## config.mk

```make
export PLATFORM = sky130hd
export DESIGN_NAME = cs_area_wait_hold
export DESIGN_NICKNAME = d
export VERILOG_FILES = /design/src/cs_area_wait_pkg.sv /design/src/down_tick_counter.sv /design/src/cs_area_wait_hold.sv
export VERILOG_INCLUDE_DIRS = /design/src
export SDC_FILE = /design/constraint.sdc
export NUM_CORES = 1
export LEC_CHECK = 0
export BUFFER_PORTS_ARGS = -buffer_cell sky130_fd_sc_hd__buf_2
export CAP_MARGIN = 20
export CORE_ASPECT_RATIO = 0.9
export CORE_MARGIN = 3
export CORE_UTILIZATION = 45
export DETAILED_ROUTE_END_ITERATION = 12
export GPL_TIMING_DRIVEN = 0
export MAX_ROUTING_LAYER = met4
export PLACE_DENSITY = 0.74
export SYNTH_ARGS = -nofsm -noshare
export SYNTH_HDL_FRONTEND = slang
export SYNTH_SLANG_ARGS = --single-unit
```

## constraint.sdc

```tcl
create_clock -name sys_clk -period 1.8 [get_ports sys_clk]
set_input_delay 0.09 -clock sys_clk [delete_from_list [all_inputs] [get_ports sys_clk]]
set_output_delay 0.09 -clock sys_clk [all_outputs]
set_load 0.005 [all_outputs]
```

## src/cs_area_wait_regs.svh

```systemverilog
`ifndef CS_AREA_WAIT_REGS_SVH
`define CS_AREA_WAIT_REGS_SVH

// Wait control word layout
`define WCR_WIDTH         11
`define WCR_WAIT_MSB      10
`define WCR_WAIT_LSB      7
`define WCR_MASK_BIT      6
`define WCR_RSVD_MSB      5
`define WCR_RSVD_LSB      2
`define WCR_HOLD_MSB      1
`define WCR_HOLD_LSB      0

// Reset value: wait code 1010, mask 0, hold 00
`define WCR_RESET         11'h500
`define WCR_WRITE_MASK    11'h7C3

// Timing: one bus cycle is two sys_clk ticks
`define TICKS_PER_CYCLE   2
`define TICK_CNT_WIDTH    6
`define STROBE_BASE_TICKS 2

`endif

```

## src/cs_area_wait_pkg.sv

```systemverilog
package cs_area_wait_pkg;

  // Access sequencer states, Gray coded around the loop
  typedef enum logic [1:0] {
    ST_IDLE    = 2'b00,
    ST_STROBE  = 2'b01,
    ST_EXTWAIT = 2'b11,
    ST_HOLD    = 2'b10
  } state_type;

  typedef logic [4:0] wait_cycles_type;
  typedef logic [1:0] hold_code_type;

endpackage

```

## src/down_tick_counter.sv

```systemverilog
`timescale 1ns/1ps
`default_nettype none

module down_tick_counter #(
  parameter int WIDTH = 6
) (
  input  wire logic             sys_clk,
  input  wire logic             rst_n,
  input  wire logic             clkEn,
  input  wire logic             load,
  input  wire logic [WIDTH-1:0] loadValue,
  output var  logic [WIDTH-1:0] count,
  output var  logic             atZero
);

  logic [WIDTH-1:0] count_reg;
  logic [WIDTH-1:0] count_next;

  // Load wins, otherwise count down to zero and stop
  assign count_next = load ? loadValue
                    : (count_reg == '0) ? count_reg
                    : count_reg - WIDTH'(1);
  assign count      = count_reg;
  assign atZero     = (count_reg == '0);

  // Counter register, frozen while the clock enable is low
  always_ff @(posedge sys_clk or negedge rst_n) begin
    if (!rst_n) begin
      count_reg <= '0;
    end else if (clkEn) begin
      count_reg <= count_next;
    end
  end

endmodule

`default_nettype wire

```

## src/cs_area_wait_hold.sv

```systemverilog
`timescale 1ns/1ps
`default_nettype none
`include "cs_area_wait_regs.svh"

module cs_area_wait_hold (
  input  wire logic                    sys_clk,
  input  wire logic                    rst_n,
  input  wire logic                    clkEn,
  input  wire logic                    cfgWrite,
  input  wire logic [`WCR_WIDTH-1:0]   cfgWriteData,
  output var  logic [`WCR_WIDTH-1:0]   cfgReadData,
  input  wire logic                    accessReq,
  input  wire logic                    accessWrite,
  input  wire logic                    extWaitN,
  output var  logic                    accessBusy,
  output var  logic                    accessDone,
  output var  logic                    chip_select_n,
  output var  logic                    readStrobeN,
  output var  logic                    byte_lane_strobe_n,
  output var  logic                    addrDrive,
  output var  cs_area_wait_pkg::state_type accessState
);
  import cs_area_wait_pkg::*;

  logic [`WCR_WIDTH-1:0]      waitCtrl_reg;
  logic [`WCR_WIDTH-1:0]      waitCtrl_next;
  state_type                  state_reg;
  state_type                  state_next;
  logic                       isWrite_reg;
  logic                       chipSelectN_reg;
  logic                       chipSelectN_next;
  logic                       readStrobeN_reg;
  logic                       readStrobeN_next;
  logic                       byteStrobeN_reg;
  logic                       byteStrobeN_next;
  logic                       done_reg;
  logic                       done_next;
  logic [3:0]                 access_wait_code;
  logic                       ext_wait_input_mask;
  hold_code_type              hold_delay_code;
  wait_cycles_type            waitCycles;
  logic                       startAccess;
  logic                       strobeEnd;
  logic                       waitActive;
  logic                       cntLoad;
  logic [`TICK_CNT_WIDTH-1:0] cntLoadValue;
  logic                       cntZero;

  // Field views of the control word
  assign access_wait_code    = waitCtrl_reg[`WCR_WAIT_MSB:`WCR_WAIT_LSB];
  assign ext_wait_input_mask = waitCtrl_reg[`WCR_MASK_BIT];
  assign hold_delay_code     = waitCtrl_reg[`WCR_HOLD_MSB:`WCR_HOLD_LSB];

  // Wait code decode in bus cycles; reserved codes fall to the longest count
  always_comb begin
    case (access_wait_code)
      4'h0:    waitCycles = 5'h00;
      4'h1:    waitCycles = 5'h01;
      4'h2:    waitCycles = 5'h02;
      4'h3:    waitCycles = 5'h03;
      4'h4:    waitCycles = 5'h04;
      4'h5:    waitCycles = 5'h05;
      4'h6:    waitCycles = 5'h06;
      4'h7:    waitCycles = 5'h08;
      4'h8:    waitCycles = 5'h0A;
      4'h9:    waitCycles = 5'h0C;
      4'hA:    waitCycles = 5'h0E;
      4'hB:    waitCycles = 5'h12;
      4'hC:    waitCycles = 5'h18;
      default: waitCycles = 5'h18;
    endcase
  end

  // Reserved bits are never stored so they read back as zero
  assign waitCtrl_next = cfgWrite ? (cfgWriteData & `WCR_WRITE_MASK) : waitCtrl_reg;

  // Sequencer decode
  assign startAccess = (state_reg == ST_IDLE) && accessReq;
  assign waitActive  = !ext_wait_input_mask && !extWaitN;
  assign strobeEnd   = (state_reg == ST_STROBE) && cntZero;
  assign cntLoad     = startAccess || (strobeEnd && !waitActive)
                     || ((state_reg == ST_EXTWAIT) && !waitActive);
  // Strobe phase is 2w+2 ticks; hold phase is 2h+1 ticks (half-cycle steps)
  assign cntLoadValue = startAccess ? {waitCycles, 1'b1}
                      : {3'h0, hold_delay_code, 1'b0};

  // Next state and pin levels
  always_comb begin
    state_next       = state_reg;
    chipSelectN_next = chipSelectN_reg;
    readStrobeN_next = readStrobeN_reg;
    byteStrobeN_next = byteStrobeN_reg;
    done_next        = 1'b0;
    case (state_reg)
      ST_IDLE: begin
        if (accessReq) begin
          state_next       = ST_STROBE;
          chipSelectN_next = 1'b0;
          readStrobeN_next = accessWrite;
          byteStrobeN_next = !accessWrite;
        end
      end
      ST_STROBE: begin
        if (cntZero) begin
          if (waitActive) begin
            state_next = ST_EXTWAIT;
          end else begin
            state_next       = ST_HOLD;
            readStrobeN_next = 1'b1;
            byteStrobeN_next = 1'b1;
          end
        end
      end
      ST_EXTWAIT: begin
        if (!waitActive) begin
          state_next       = ST_HOLD;
          readStrobeN_next = 1'b1;
          byteStrobeN_next = 1'b1;
        end
      end
      ST_HOLD: begin
        if (cntZero) begin
          state_next       = ST_IDLE;
          chipSelectN_next = 1'b1;
          done_next        = 1'b1;
        end
      end
      default: begin
        state_next       = ST_IDLE;
        chipSelectN_next = 1'b1;
        readStrobeN_next = 1'b1;
        byteStrobeN_next = 1'b1;
      end
    endcase
  end

  // Tick counter shared by strobe and hold phases
  down_tick_counter #(
    .WIDTH (`TICK_CNT_WIDTH)
  ) u_tick_counter (
    .sys_clk   (sys_clk),
    .rst_n     (rst_n),
    .clkEn     (clkEn),
    .load      (cntLoad),
    .loadValue (cntLoadValue),
    .count     (),
    .atZero    (cntZero)
  );

  // Control word register
  always_ff @(posedge sys_clk or negedge rst_n) begin
    if (!rst_n) begin
      waitCtrl_reg <= `WCR_RESET;
    end else if (clkEn) begin
      waitCtrl_reg <= waitCtrl_next;
    end
  end

  // Sequencer and pin registers
  always_ff @(posedge sys_clk or negedge rst_n) begin
    if (!rst_n) begin
      state_reg       <= ST_IDLE;
      chipSelectN_reg <= 1'b1;
      readStrobeN_reg <= 1'b1;
      byteStrobeN_reg <= 1'b1;
      done_reg        <= 1'b0;
      isWrite_reg     <= 1'b0;
    end else if (clkEn) begin
      state_reg       <= state_next;
      chipSelectN_reg <= chipSelectN_next;
      readStrobeN_reg <= readStrobeN_next;
      byteStrobeN_reg <= byteStrobeN_next;
      done_reg        <= done_next;
      isWrite_reg     <= startAccess ? accessWrite : isWrite_reg;
    end
  end

  // Outputs straight from flip-flops
  assign cfgReadData        = waitCtrl_reg;
  assign accessState        = state_reg;
  assign accessBusy         = !chipSelectN_reg;
  assign addrDrive          = !chipSelectN_reg;
  assign chip_select_n      = chipSelectN_reg;
  assign readStrobeN        = readStrobeN_reg;
  assign byte_lane_strobe_n = byteStrobeN_reg;
  assign accessDone         = done_reg;

  // Helper logic for checks: latched settings and ticks spent in a phase
  logic [4:0] latWait_reg;
  logic [1:0] latHold_reg;
  logic [6:0] phaseTicks_reg;
  always_ff @(posedge sys_clk or negedge rst_n) begin
    if (!rst_n) begin
      latWait_reg    <= 5'h00;
      latHold_reg    <= 2'h0;
      phaseTicks_reg <= 7'h00;
    end else if (clkEn) begin
      latWait_reg    <= startAccess ? waitCycles : latWait_reg;
      latHold_reg    <= (state_next == ST_HOLD && state_reg != ST_HOLD)
                        ? hold_delay_code : latHold_reg;
      phaseTicks_reg <= (state_next != state_reg) ? 7'h00 : phaseTicks_reg + 7'h01;
    end
  end

  // Checks
  chk_reserved_zero: assert property (@(posedge sys_clk) disable iff (!rst_n)
    cfgReadData[`WCR_RSVD_MSB:`WCR_RSVD_LSB] == 4'h0)
    else $error("reserved control bits read nonzero");
  chk_reset_value: assert property (@(posedge sys_clk) disable iff (!rst_n)
    !$past(rst_n) |-> cfgReadData == `WCR_RESET)
    else $error("control word reset value wrong");
  chk_strobe_length: assert property (@(posedge sys_clk) disable iff (!rst_n)
    (clkEn && strobeEnd) |-> ({2'h0, phaseTicks_reg} + 9'h001) == ({4'h0, latWait_reg} * 9'h002 + 9'h002))
    else $error("strobe phase length wrong");
  chk_hold_length: assert property (@(posedge sys_clk) disable iff (!rst_n)
    (clkEn && state_reg == ST_HOLD && cntZero) |->
      (phaseTicks_reg + 7'h01) == ({4'h0, latHold_reg, 1'b0} + 7'h01))
    else $error("hold phase length wrong");
  chk_mask_ignores: assert property (@(posedge sys_clk) disable iff (!rst_n)
    (clkEn && strobeEnd && ext_wait_input_mask) |=> state_reg == ST_HOLD)
    else $error("masked wait input extended access");
  chk_wait_honoured: assert property (@(posedge sys_clk) disable iff (!rst_n)
    (clkEn && strobeEnd && !ext_wait_input_mask && !extWaitN) |=>
      state_reg == ST_EXTWAIT && (!readStrobeN_reg || !byteStrobeN_reg))
    else $error("wait input not honoured");
  chk_wait_release: assert property (@(posedge sys_clk) disable iff (!rst_n)
    (clkEn && state_reg == ST_EXTWAIT && extWaitN) |=>
      state_reg == ST_HOLD && readStrobeN_reg && byteStrobeN_reg && !chip_select_n)
    else $error("wait release did not enter hold");
  chk_cs_covers_strobe: assert property (@(posedge sys_clk) disable iff (!rst_n)
    (!readStrobeN_reg || !byteStrobeN_reg) |-> !chipSelectN_reg)
    else $error("strobe active without chip select");
  chk_done_ends_cs: assert property (@(posedge sys_clk) disable iff (!rst_n)
    $rose(done_reg) |-> chipSelectN_reg && $past(state_reg) == ST_HOLD)
    else $error("done without hold end");

  cov_zero_wait: cover property (@(posedge sys_clk) disable iff (!rst_n)
    startAccess && clkEn && waitCycles == 5'h00);
  cov_ext_wait: cover property (@(posedge sys_clk) disable iff (!rst_n)
    state_reg == ST_EXTWAIT);
  cov_long_hold: cover property (@(posedge sys_clk) disable iff (!rst_n)
    state_reg == ST_HOLD && latHold_reg == 2'h3);
  cov_write: cover property (@(posedge sys_clk) disable iff (!rst_n)
    !byteStrobeN_reg && isWrite_reg);

endmodule

`default_nettype wire

```

* Yosys cells after proc, flatten, opt, wreduce, memory -nomap -nowiden
Memories as Yosys holds them, arrays and structs flattened.
Index checks and enable logic that the tools add are counted.
** Cells by class
- Equal/unequal tests :: 8
- Add/subtract/negate cells :: 1
- Muxes and demuxes :: 22
- Reduce and logical (&&, ||, !) cells :: 21
** Operators with widths (count)
- 6-bit 2-to-1 mux :: 3
- 1-bit 2-to-1 mux :: 11
- 2-bit 2-to-1 mux :: 4
- 2-bit != test (second input constant) :: 4
- 2-bit case mux with 4 select lines :: 1
- 4-bit AND reduction :: 2
- 6-bit logical NOT :: 1
- 1-bit case mux with 3 select lines :: 2
- 6-bit by 1-bit subtractor with 6-bit output (second input constant) :: 1
- 1-bit logical AND :: 5
- 1-bit logical NOT :: 5
- 5-bit AND reduction :: 1
- 2-bit == test (second input constant) :: 2
- 2-bit AND reduction :: 2
- 3-bit nonzero test :: 1
- 2-bit by 1-bit == test with 1-bit output (second input constant) :: 1
- 2-bit logical NOT :: 1
- 1-bit logical OR :: 2
- 2-bit by 1-bit != test with 1-bit output (second input constant) :: 1
- 1-bit case mux with 2 select lines :: 1
- 2-bit nonzero test :: 1
** Storage, ports and cells
- Input bits :: 18
- Register bits :: 19
- Memories :: 1
- Memory bits (read-only) :: 80
- Word-level logic and storage cells :: 60
- Output and inout port bits :: 19
** Memory list
- (no name shown) :: words 16, width 5, read ports 1, clocked after Yosys merged registers in 0, wr ports 0, line cs_area_wait_hold.sv:56 : case (access_wait_code)

* Longest topological paths before layout
Gate-level depths: netlist of run 1.
- Word-level depth :: 8
- Depth in mapped cells :: 8
- Mapped depth without buffers :: 7

* Cells and area by module
Synthesis of run 1 repeated with hierarchy kept, for this count alone.
** Unflattened totals
- Cells, all modules :: 119
- Area total of the unflattened synthesis :: 1208.7 um^2
** By module, submodules not included
- cs_area_wait_hold :: seq. area each 331.6 um^2, area each 794.5 um^2, instances 1, cells each 75
- down_tick_counter :: seq. area each 150.1 um^2, area each 414.1 um^2, instances 1, cells each 44

* Least setup slack after synthesis of run 1
OpenSTA, ideal clock, no wires.
- Kind :: reg-to-reg
- Start :: reg u_tick_counter.count_reg[1], in the netlist u_tick_counter.count[1]
- End :: reg u_tick_counter.count_reg[3], in the netlist u_tick_counter.count[3]
- Data arrival time :: 1.635 ns
- Setup time :: 0.121 ns
- Required time :: 1.679 ns
- Path buffers :: 1
- Slack :: 0.044 ns
- Stages on the path, launching flop included :: 8
- Period minus slack after synthesis :: 1.756 ns
- Cell sequence :: dfrtp_1 inv_1 ha_1 nor3b_1 nand2_1 o31a_1 buf_6 a22o_1
** On the way
- Longest elaborated chain between the ends :: 7
- Elaborated cells between the ends (all ways) :: 10
- Those cells by class :: 1 x add/sub; 1 x eq/ne; 2 x mux; 6 x reduce/logical
** RTL lines
- start, declared :: line down_tick_counter.sv:16 : logic [WIDTH-1:0] count_reg;
- start signal, assigned :: line down_tick_counter.sv:31 : count_reg <= count_next;
- parallel branches: the longest is 7 deep, another holds 6-bit by 1-bit subtractor with 6-bit output
Several ways; the timed one is not identified. The select of a mux whose other input is x is not followed.
A chain may end at the register's enable or synchronous reset.

* Final worst setup path of run 1
- Start :: reg u_tick_counter.count_reg[0], in the netlist u_tick_counter.count[0]
- End :: reg byteStrobeN_reg, in the netlist byte_lane_strobe_n
** On the way
- Longest elaborated chain between the ends :: 3
** RTL lines
- 6-bit logical NOT :: line down_tick_counter.sv:24 : assign atZero = (count_reg == '0);
- 2-bit != test (no source line)
- 4-bit AND reduction (no source line)
- end signal, assigned :: line cs_area_wait_hold.sv:172 : byteStrobeN_reg <= byteStrobeN_next;
- end, declared :: line cs_area_wait_hold.sv:34 : logic byteStrobeN_reg;
No other way between the ends.

==> results of run 1 <==
## worst register-to-register path: cells and delay by family, from the launching register on
family | cells | cell delay, ps
and+or+nand+nor | 2 | 340
DFF | 1 | 410
buffers and inverters | 3 | 390
adders and majority gates | 1 | 160
AOI/OAI and AO/OA | 3 | 450
## power by group through the flow
stage / Combinational, W / Clock, W / Sequential [W]
floorplan: 0.000706 / 0 / 0.000693
detailed placement: 0.000928 / 0 / 0.000708
finish: 0.00135 / 0.000233 / 0.000724
CTS: 0.00106 / 0.000242 / 0.000712
global route: 0.00148 / 0.000267 / 0.000746
global placement: 0.000897 / 0 / 0.000706
## placed cells by master, fill, tap and decap left out, types with 2 or more instances in the layout
master / Yosys / final
buf_2: 0 / 27
buf_4: 5 / 18
dfrtp_1: 14 / 13
dlygate4sd3_1: 0 / 9
mux2_2: 8 / 8
o21ai_0: 9 / 8
buf_6: 4 / 7
nor2_1: 7 / 7
a21oi_1: 7 / 6
nand2_1: 7 / 6
ha_1: 6 / 5
dfstp_2: 5 / 5
inv_1: 6 / 4
mux2i_1: 4 / 4
a22o_1: 4 / 4
conb_1: 1 / 4
nor3_1: 3 / 3
o22ai_1: 3 / 3
nand3_1: 3 / 3
clkbuf_4: 0 / 3
inv_2: 0 / 2
nand2_2: 1 / 2
and2_1: 2 / 2
nand2b_1: 2 / 2
## logic make-up (layout without fill, tap and decap cells)
group | after synthesis | after routing | share of synthesized area [%]
DFF | 19 | 19 | 40.1
other | 1 | 4 | 0.312
muxes | 14 | 14 | 13.9
buffers and inverters | 16 | 72 | 9.05
adders and majority gates | 6 | 6 | 6.24
AOI/OAI and AO/OA | 32 | 32 | 17.1
and+or+nand+nor | 30 | 30 | 13.3
## routing by layer
metal | vias up | track usage, % | share of wire, %
met2 | 39 | 30.8 | 52
met4 | 0 | 6.14 | 3.2
li1 | 525 | - | -
met1 | 542 | 22.0 | 40
met5 | - | - | 0
met3 | 12 | 4.41 | 4.8
## per-stage QoR
| step | total power (W) | instances | hold slack, ps |
|---|---|---|---|
| CTS | 0.00201 | 194 | 81.3 |
| detailed placement | 0.00164 | 176 | 55.6 |
| finish | 0.00231 | 205 | 81.0 |
| global route | 0.00250 | 205 | 117 |
| global placement | 0.00160 | 176 | 53.4 |
| floorplan | 0.00140 | 121 | -206 |
## path summary, 6_finish.rpt
| kind | start | to | slack, ps |
|---|---|---|---|
| max | u_tick_counter.count[0]$_DFFE_PN0P_ | byte_lane_strobe_n$_DFFE_PN1P_ | -20 |
| max in group asynchronous | rst_n | chip_select_n$_DFFE_PN1P_ | 1250 |
| min | extWaitN | accessState[0]$_DFFE_PN0P_ | 80 |
| min in group asynchronous | rst_n | cfgReadData[9]$_DFFE_PN0P_ | 230 |
| min reg2reg | accessDone$_DFFE_PN0P_ | accessDone$_DFFE_PN0P_ | 510 |
| max reg2reg | u_tick_counter.count[0]$_DFFE_PN0P_ | byte_lane_strobe_n$_DFFE_PN1P_ | -20 |
## area by class of cell
cell class              instances  area (sq um)  share of cell area [%]
clock inverters                 1          7.51                   0.450
multi-input cells              86           656                    39.3
inverters                       6          22.5                    1.35
clock buffers                   3          22.5                    1.35
flip-flops and latches         19           483                    28.9
well taps                      28          35.0                    2.10
plain buffers                  10          86.3                    5.17
repair buffers                 52           357                    21.4
## repair_timing
action / 4_1_cts / 5_1_grt
hold buffers: 9 / 0
buffers inserted: 5 / 11
gates resized for setup: 5 / 9
hold endpoints to repair: 22 / 0
pin swaps: 2 / 4
setup endpoints to repair: 5 / 5
==> impl_metrics.json, run 1 <==
{
  "post-route-util_pct": 67.1,
  "drive_gt1_share_pct": 46.3,
  "reg2regPathDepth": 9,
  "async_flop_share_pct": 100,
  "hpwl_mm": 1.84,
  "synth_top_cells_by_count": "dfrtp_1 (14), o21ai_0 (9), mux2_2 (8)",
  "preCtsSetupSlack_ps": -184,
  "io_buffers": 27,
  "min_path_cells": 4,
  "largest_reg_flops": 7,
  "dieArea_sq_mm": 0.00333,
  "critical_path.cell_chain": "inv_2, ha_4, nor3b_4, o211ai_1, nand2_2, buf_4, buf_4, a21oi_1, a31oi_1",
  "synth.area.top_cells": "dfrtp_1 (29%), dfstp_2 (11%), mux2_2 (7.5%), ha_1 (6.2%), o21ai_0 (3.7%)",
  "wl_per_cell_um": 14.5,
  "die_h_um": 55.0,
  "leakage_nw": 0.776,
  "start_util_pct": 48.3,
  "yosysTopAreaCell": "dfrtp_1",
  "drv_slew": 0,
  "crit_family": "compound AO/OA/AOI/OAI gates",
  "track_usage_pct": 18.4,
  "synth_seq_cells": 19,
  "fin_nets": 202,
  "clock.fmax_mhz": 550,
  "clock_skew_ps": 5.42,
  "clockRootBuffer": "clkbuf_4",
  "status": "finished with violations",
  "firstDrtPassIters": 5,
  "syn_area_per_cell_sq_um": 10.2,
  "fin_ws_ps": -17.7,
  "post-route-period-util_pct": 101,
  "drt-initial-drc-count": 21,
  "ys_types": 37,
  "yosys_warnings": 0,
  "cp_max_fo": 7,
  "cts_buffers": 3,
  "crit_cells": 9,
  "internal-power_w": 0.00142,
  "violations": "negative setup slack",
  "switching_share_pct": 38.5,
  "critPathKind": "flop to flop",
  "drc": 0,
  "combPwrFrac_pct": 58.6,
  "insertedDiodeCount": 0,
  "critPathBufInv": 3,
  "p_per_area_mw_per_mm2": 1380,
  "grt_pass1_wl_mm": 4.34,
  "ios": 37,
  "grt_setup_unrepaired": "yes",
  "p_switching_w": 0.000890,
  "max-cap-violations": 0,
  "clk_pin_slew_worst_paths_ps": 120,
  "worstSkewPairLatency_ps": 320,
  "grt_start_max_net_pins": 20,
  "vias": 1118,
  "hold_viol_final": 0,
  "slowest_stage": "dfrtp_1",
  "start_kind": "flop",
  "synth_most_common_cell": "dfrtp_1",
  "rows": 17,
  "synth-edff-count": 0,
  "syn_inst": 118,
  "design_area_sq_mm": 0.00167,
  "required_ps": 2040,
  "cts_htree_levels": 1,
  "areaGrowthSynthToFinish_pct": 38.8,
  "grt-ovfl-total": 0,
  "synth_top_area_share_pct": 29.1,
  "syn_area_sq_mm": 0.00120,
  "place_congestion": 0.819,
  "min_period_ps": 1820,
  "cts_tree": "built",
  "antenna_found_initial": 0,
  "vias_per_cell": 5.45,
  "clock_path_buffers": 2,
  "postPlaceCellArea_sq_mm": 0.00138,
  "fin_setup_tns_ps": -34.4,
  "core_sq_mm": 0.00249,
  "cpMostUsedCell": "buf_4",
  "pwr-share-seq_pct": 31.3,
  "seq_area_frac_synth_pct": 40.1,
  "die_w_um": 60.5,
  "hold_path.class": "input port to flop",
  "ant_nets": 0,
  "finalSetupViolCount": 2,
  "grt_pass1_vias": 993,
  "end_kind": "flop",
  "routed_wl_mm": 2.97,
  "cp_data_arrival_time_ps": 2050,
  "fillers": 179,
  "max_stage_delay_ps": 410,
  "p_clk_share_pct": 10.1,
  "cts.sinks": 19,
  "ir_drop_uv": 943,
  "ys.flop_type": "dfrtp_1"
}
Note: power is estimated with default switching activity, not from simulation.
==> run 2: changes to the inputs <==
CAP_MARGIN = unset   (was 20)
CORE_MARGIN = 2   (was 3)
==> impl_metrics.json, run 2 (synthesis results as in run 1) <==
{
  "clockRootBuffer": "clkbuf_4",
  "rows": 17,
  "track_usage_pct": 19.1,
  "vias": 1038,
  "die_h_um": 53.0,
  "die_w_um": 58.5,
  "cts.sinks": 19,
  "grt_pass1_vias": 924,
  "grt_setup_unrepaired": "yes",
  "cts_tree": "built",
  "grt-ovfl-total": 0,
  "drv_slew": 0,
  "ir_drop_uv": 861,
  "switching_share_pct": 39.5,
  "multi_input_area_sq_um": 663,
  "layout_common_cells": "buf_2 (27), dfrtp_1 (14), buf_4 (12)",
  "p_per_area_mw_per_mm2": 1340,
  "post-route-period-util_pct": 98.9,
  "internal-power_w": 0.00130,
  "pwr-share-seq_pct": 33.8,
  "cp_data_arrival_time_ps": 2030,
  "antenna_found_initial": 0,
  "required_ps": 2050,
  "postPlaceCellArea_sq_mm": 0.00138,
  "firstDrtPassIters": 6,
  "fin_nets": 193,
  "p_clk_share_pct": 10.9,
  "clock.fmax_mhz": 562,
  "insertedDiodeCount": 0,
  "preCtsSetupSlack_ps": -107,
  "start_kind": "flop",
  "hold_path.class": "input port to flop",
  "total_power_w": 0.00214,
  "ios": 37,
  "ant_nets": 0,
  "grt_start_max_net_pins": 20,
  "leakage_nw": 0.736,
  "status": "complete, no violations",
  "clock_skew_ps": 3.85,
  "cp_max_fo": 8,
  "fillers": 190,
  "areaGrowthSynthToFinish_pct": 32.9,
  "max-cap-violations": 0,
  "io_buffers": 27,
  "drive_gt1_share_pct": 43.5,
  "cts_buffers": 3,
  "core_sq_mm": 0.00249,
  "worstSkewPairLatency_ps": 310,
  "start_util_pct": 48.3,
  "cts_htree_levels": 1,
  "p_switching_w": 0.000847,
  "drt-initial-drc-count": 13,
  "seqCellArea_sq_um": 482,
  "routed_wl_mm": 2.73,
  "end_kind": "flop",
  "clock_path_buffers": 2,
  "grt_pass1_wl_mm": 4.29,
  "drc": 0,
  "dieArea_sq_mm": 0.00310,
  "fin_ws_ps": 19.3,
  "final_common_cell": "buf_2",
  "post-route-util_pct": 64.2,
  "design_area_sq_mm": 0.00160,
  "hold_viol_final": 0,
  "finalSetupViolCount": 0,
  "combPwrFrac_pct": 55.3,
  "hpwl_mm": 1.88,
  "min_period_ps": 1780,
  "clk_pin_slew_worst_paths_ps": 120,
  "largest_reg_flops": 7,
  "place_congestion": 0.888,
  "vias_per_cell": 5.30,
  "wl_per_cell_um": 13.9,
  "critPathKind": "flop to flop"
}
-- run 2: cell count changes in the layout (fill, tap and decap cells not counted), sizes merged --
cell,previous run,this run
dlygate4sd3,9,8
buf,52,44
-- run 2: path summary, 6_finish.rpt --
path / from / slack (ps) / cells past startpoint / endpoint
max: u_tick_counter.count[1]$_DFFE_PN0P_ / 20 / 7 / u_tick_counter.count[1]$_DFFE_PN0P_
min: cfgWriteData[9] / 10 / 2 / cfgReadData[9]$_DFFE_PN0P_
max reg2reg: u_tick_counter.count[1]$_DFFE_PN0P_ / 20 / 7 / u_tick_counter.count[1]$_DFFE_PN0P_
min reg2reg: accessDone$_DFFE_PN0P_ / 510 / 1 / accessDone$_DFFE_PN0P_
max in group asynchronous: rst_n / 1240 / 2 / chip_select_n$_DFFE_PN1P_
min in group asynchronous: rst_n / 230 / 2 / cfgReadData[1]$_DFFE_PN0P_
-- run 2: repair_timing --
| item | CTS | global route |
|---|---|---|
| endpoints found under the setup margin | 5 | 6 |
| hold endpoints to repair | 20 | 1 |
| setup buffers | 3 | 5 |
| hold buffers | 7 | 1 |
| gates resized for setup | 3 | 8 |
| pin swaps | 1 | 4 |
-- run 2: critical path, cell delays in order, from the launching register on --
cell	delay, ps
dfrtp_1	420
inv_2	120
ha_4	130
nor3b_4	220
o211ai_1	160
nand2_2	210
mux2_4	340
mux2i_4	120
-- run 2: layer usage --
metal | GRT usage, % | part of all wire, % | vias to the layer above | wire [um]
met5 | - | 0 | - | 0
met4 | 4.65 | 0.88 | 0 | 24
met3 | 4.40 | 4.4 | 4 | 119
met2 | 31.8 | 50 | 28 | 1380
met1 | 23.6 | 44 | 490 | 1210
li1 | - | - | 516 | -
-- run 2: power by group through the flow --
stage | Sequential [W] | Combinational, W | Clock [W]
after floorplan | 0.000693 | 0.000706 | 0
after global placement | 0.000705 | 0.000904 | 0
after detailed placement | 0.000717 | 0.000929 | 0
after CTS | 0.000710 | 0.00103 | 0.000243
after global routing | 0.000741 | 0.00131 | 0.000255
final | 0.000724 | 0.00119 | 0.000233
-- run 2: layout make-up --
| type | instances | share of cell area [%] |
|---|---|---|
| buffer | 10 | 5.40 |
| clock buffer | 3 | 1.41 |
| clock inverter | 1 | 0.470 |
| inverter | 6 | 1.41 |
| multi-input combinational | 86 | 41.5 |
| sequential | 19 | 30.1 |
| tap | 28 | 2.19 |
| timing repair buffer | 43 | 17.5 |
-- run 2: per-stage QoR --
stage | instances | setup TNS (ps) | hold WS (ps)
2_1_floorplan | 121 | 0 | -206
3_3_place_gp | 176 | -642 | 54.0
3_5_place_dp | 176 | -525 | 55.2
4_1_cts | 190 | 0 | 2.52
5_1_grt | 196 | -222 | 11.2
6_report | 196 | 0 | 14.6
==> run 3: changes to the inputs <==
HOLD_SLACK_MARGIN = 0.06   (was unset)
==> impl_metrics.json, run 3 (synthesis results as in run 1) <==
{
  "post-route-period-util_pct": 98.6,
  "drt-initial-drc-count": 13,
  "cts.sinks": 19,
  "min_path_cells": 4,
  "crit_family": "multiplexers",
  "wl_per_cell_um": 13.9,
  "highest_layer": "met4",
  "critPathKind": "flop to flop",
  "areaGrowthSynthToFinish_pct": 33.7,
  "firstDrtPassIters": 6,
  "cts_tree": "built",
  "design_area_sq_mm": 0.00161,
  "cts_buffers": 3,
  "cts_htree_levels": 1,
  "rows": 17,
  "finalSetupViolCount": 0,
  "ios": 37,
  "track_usage_pct": 19.4,
  "post-route-util_pct": 64.6,
  "clk_pin_slew_worst_paths_ps": 120,
  "grt_pass1_vias": 941,
  "die_w_um": 58.5,
  "layout_common_cells": "buf_2 (27), dfrtp_1 (14), buf_4 (12)",
  "multi_input_area_sq_um": 663,
  "clockRootBuffer": "clkbuf_4",
  "critPathBufInv": 1,
  "end_kind": "flop",
  "critical_path.cell_chain": "inv_2, ha_4, nor3b_4, o211ai_1, nand2_2, mux2_4, mux2i_4",
  "vias_per_cell": 5.37,
  "wl_met2_mm": 1.38,
  "start_util_pct": 48.3,
  "clock_skew_ps": 3.74,
  "required_ps": 2050,
  "vias": 1058,
  "start_kind": "flop",
  "dr_wl_met3_um": 137,
  "r2r-start": "u_tick_counter.count[1]$_DFFE_PN0P_",
  "clock.fmax_mhz": 563,
  "final_common_cell": "buf_2",
  "dieArea_sq_mm": 0.00310,
  "grt-ovfl-total": 0,
  "grt_pass1_wl_mm": 4.38,
  "status": "complete, no violations",
  "drv_slew": 0,
  "hold_path.class": "input port to flop",
  "leakage_nw": 0.741,
  "p_per_area_mw_per_mm2": 1340,
  "drc": 0,
  "routed_wl_mm": 2.74,
  "met1_length_mm": 1.19,
  "min_to": "chip_select_n$_DFFE_PN1P_",
  "cp_max_fo": 8,
  "largest_reg_flops": 7,
  "min_period_ps": 1780,
  "core_sq_mm": 0.00249,
  "postPlaceCellArea_sq_mm": 0.00138,
  "hpwl_mm": 1.88,
  "antenna_found_initial": 0,
  "r2r-end": "u_tick_counter.count[1]$_DFFE_PN0P_",
  "fillers": 189,
  "seqCellArea_sq_um": 482,
  "die_h_um": 53.0,
  "clock_path_buffers": 2,
  "grt_setup_unrepaired": "yes",
  "max_stage_delay_ps": 410,
  "cp_data_arrival_time_ps": 2020,
  "ant_nets": 0,
  "worstHoldStart": "accessReq",
  "ir_drop_uv": 862,
  "grt_start_max_net_pins": 20,
  "reg2regPathDepth": 7,
  "hold_viol_final": 0,
  "place_congestion": 0.888,
  "max-cap-violations": 0,
  "drive_gt1_share_pct": 43.2,
  "io_buffers": 27,
  "fin_nets": 194,
  "r2r_slack_ps": 20,
  "worstSkewPairLatency_ps": 310,
  "slowest_stage": "dfrtp_1",
  "insertedDiodeCount": 0
}
==> run 3: changes by cell type in the layout (fill, tap and decap cells not counted), sizes merged <==
cell	delta
dlygate4sd3	+1
==> run 3: report_power, final <==
| group | internal [W] | leakage [nW] | switching [W] |
|---|---|---|---|
| sequential | 0.000573 | 0.223 | 0.000150 |
| clock | 0.0000850 | 0.0139 | 0.000148 |
| combinational | 0.000640 | 0.504 | 0.000551 |
| total | 0.00130 | 0.741 | 0.000849 |
==> run 3: timing repair <==
action | CTS | global route
cloned | 0 | 0
resized for setup | 3 | 8
hold buffers | 9 | 0
endpoints found under the hold margin | 28 | 0
endpoints found under the setup margin | 5 | 6
setup buffers | 3 | 5
pin swaps | 1 | 4
==> run 3: tightest hold or removal path, delay by kind of cell <==
kind	cells	cell delay (ps)
simple gates	2	100
compound gates	1	130
buf+inv	1	100
==> run 3: cell type report <==
class	instances	share of cell area, %
Clock buffer	3	1.40
Buffer	10	5.37
Sequential cell	19	30.0
Tap cell	28	2.18
Inverter	6	1.40
Timing Repair Buffer	44	18.0
Clock inverter	1	0.467
Multi-Input combinational cell	86	41.2
==> run 3: layer usage <==
metal / GRT usage (%) / vias up
li1: - / 515
met1: 24.2 / 499
met2: 32.2 / 38
met3: 4.40 / 6
met4: 4.65 / 0
met5: - / -
==> run 3: worst max-delay path by stage <==
| stage | start | to | slack, ps | cells past startpoint |
|---|---|---|---|---|
| after floorplan | u_tick_counter.count[1]$_DFFE_PN0P_ | u_tick_counter.count[3]$_DFFE_PN0P_ | 40 | 7 |
| after global placement | u_tick_counter.count[1]$_DFFE_PN0P_ | u_tick_counter.count[3]$_DFFE_PN0P_ | -140 | 7 |
| after detailed placement | u_tick_counter.count[1]$_DFFE_PN0P_ | u_tick_counter.count[3]$_DFFE_PN0P_ | -110 | 7 |
| after CTS | u_tick_counter.count[1]$_DFFE_PN0P_ | u_tick_counter.count[3]$_DFFE_PN0P_ | 40 | 7 |
| after global routing | u_tick_counter.count[1]$_DFFE_PN0P_ | u_tick_counter.count[1]$_DFFE_PN0P_ | -80 | 7 |
| final | u_tick_counter.count[1]$_DFFE_PN0P_ | u_tick_counter.count[1]$_DFFE_PN0P_ | 20 | 7 |
==> run 3: per-stage QoR <==
step	TNS, ps	total power (W)	hold WS, ps	std cells	setup WS, ps
finish	0	0.00215	99.4	197	24.6
global route	-222	0.00231	119	197	-78.2
CTS	0	0.00198	89.0	192	39.3
detailed placement	-525	0.00165	55.2	176	-107
global placement	-642	0.00161	54.0	176	-137
floorplan	0	0.00140	-206	121	43.7
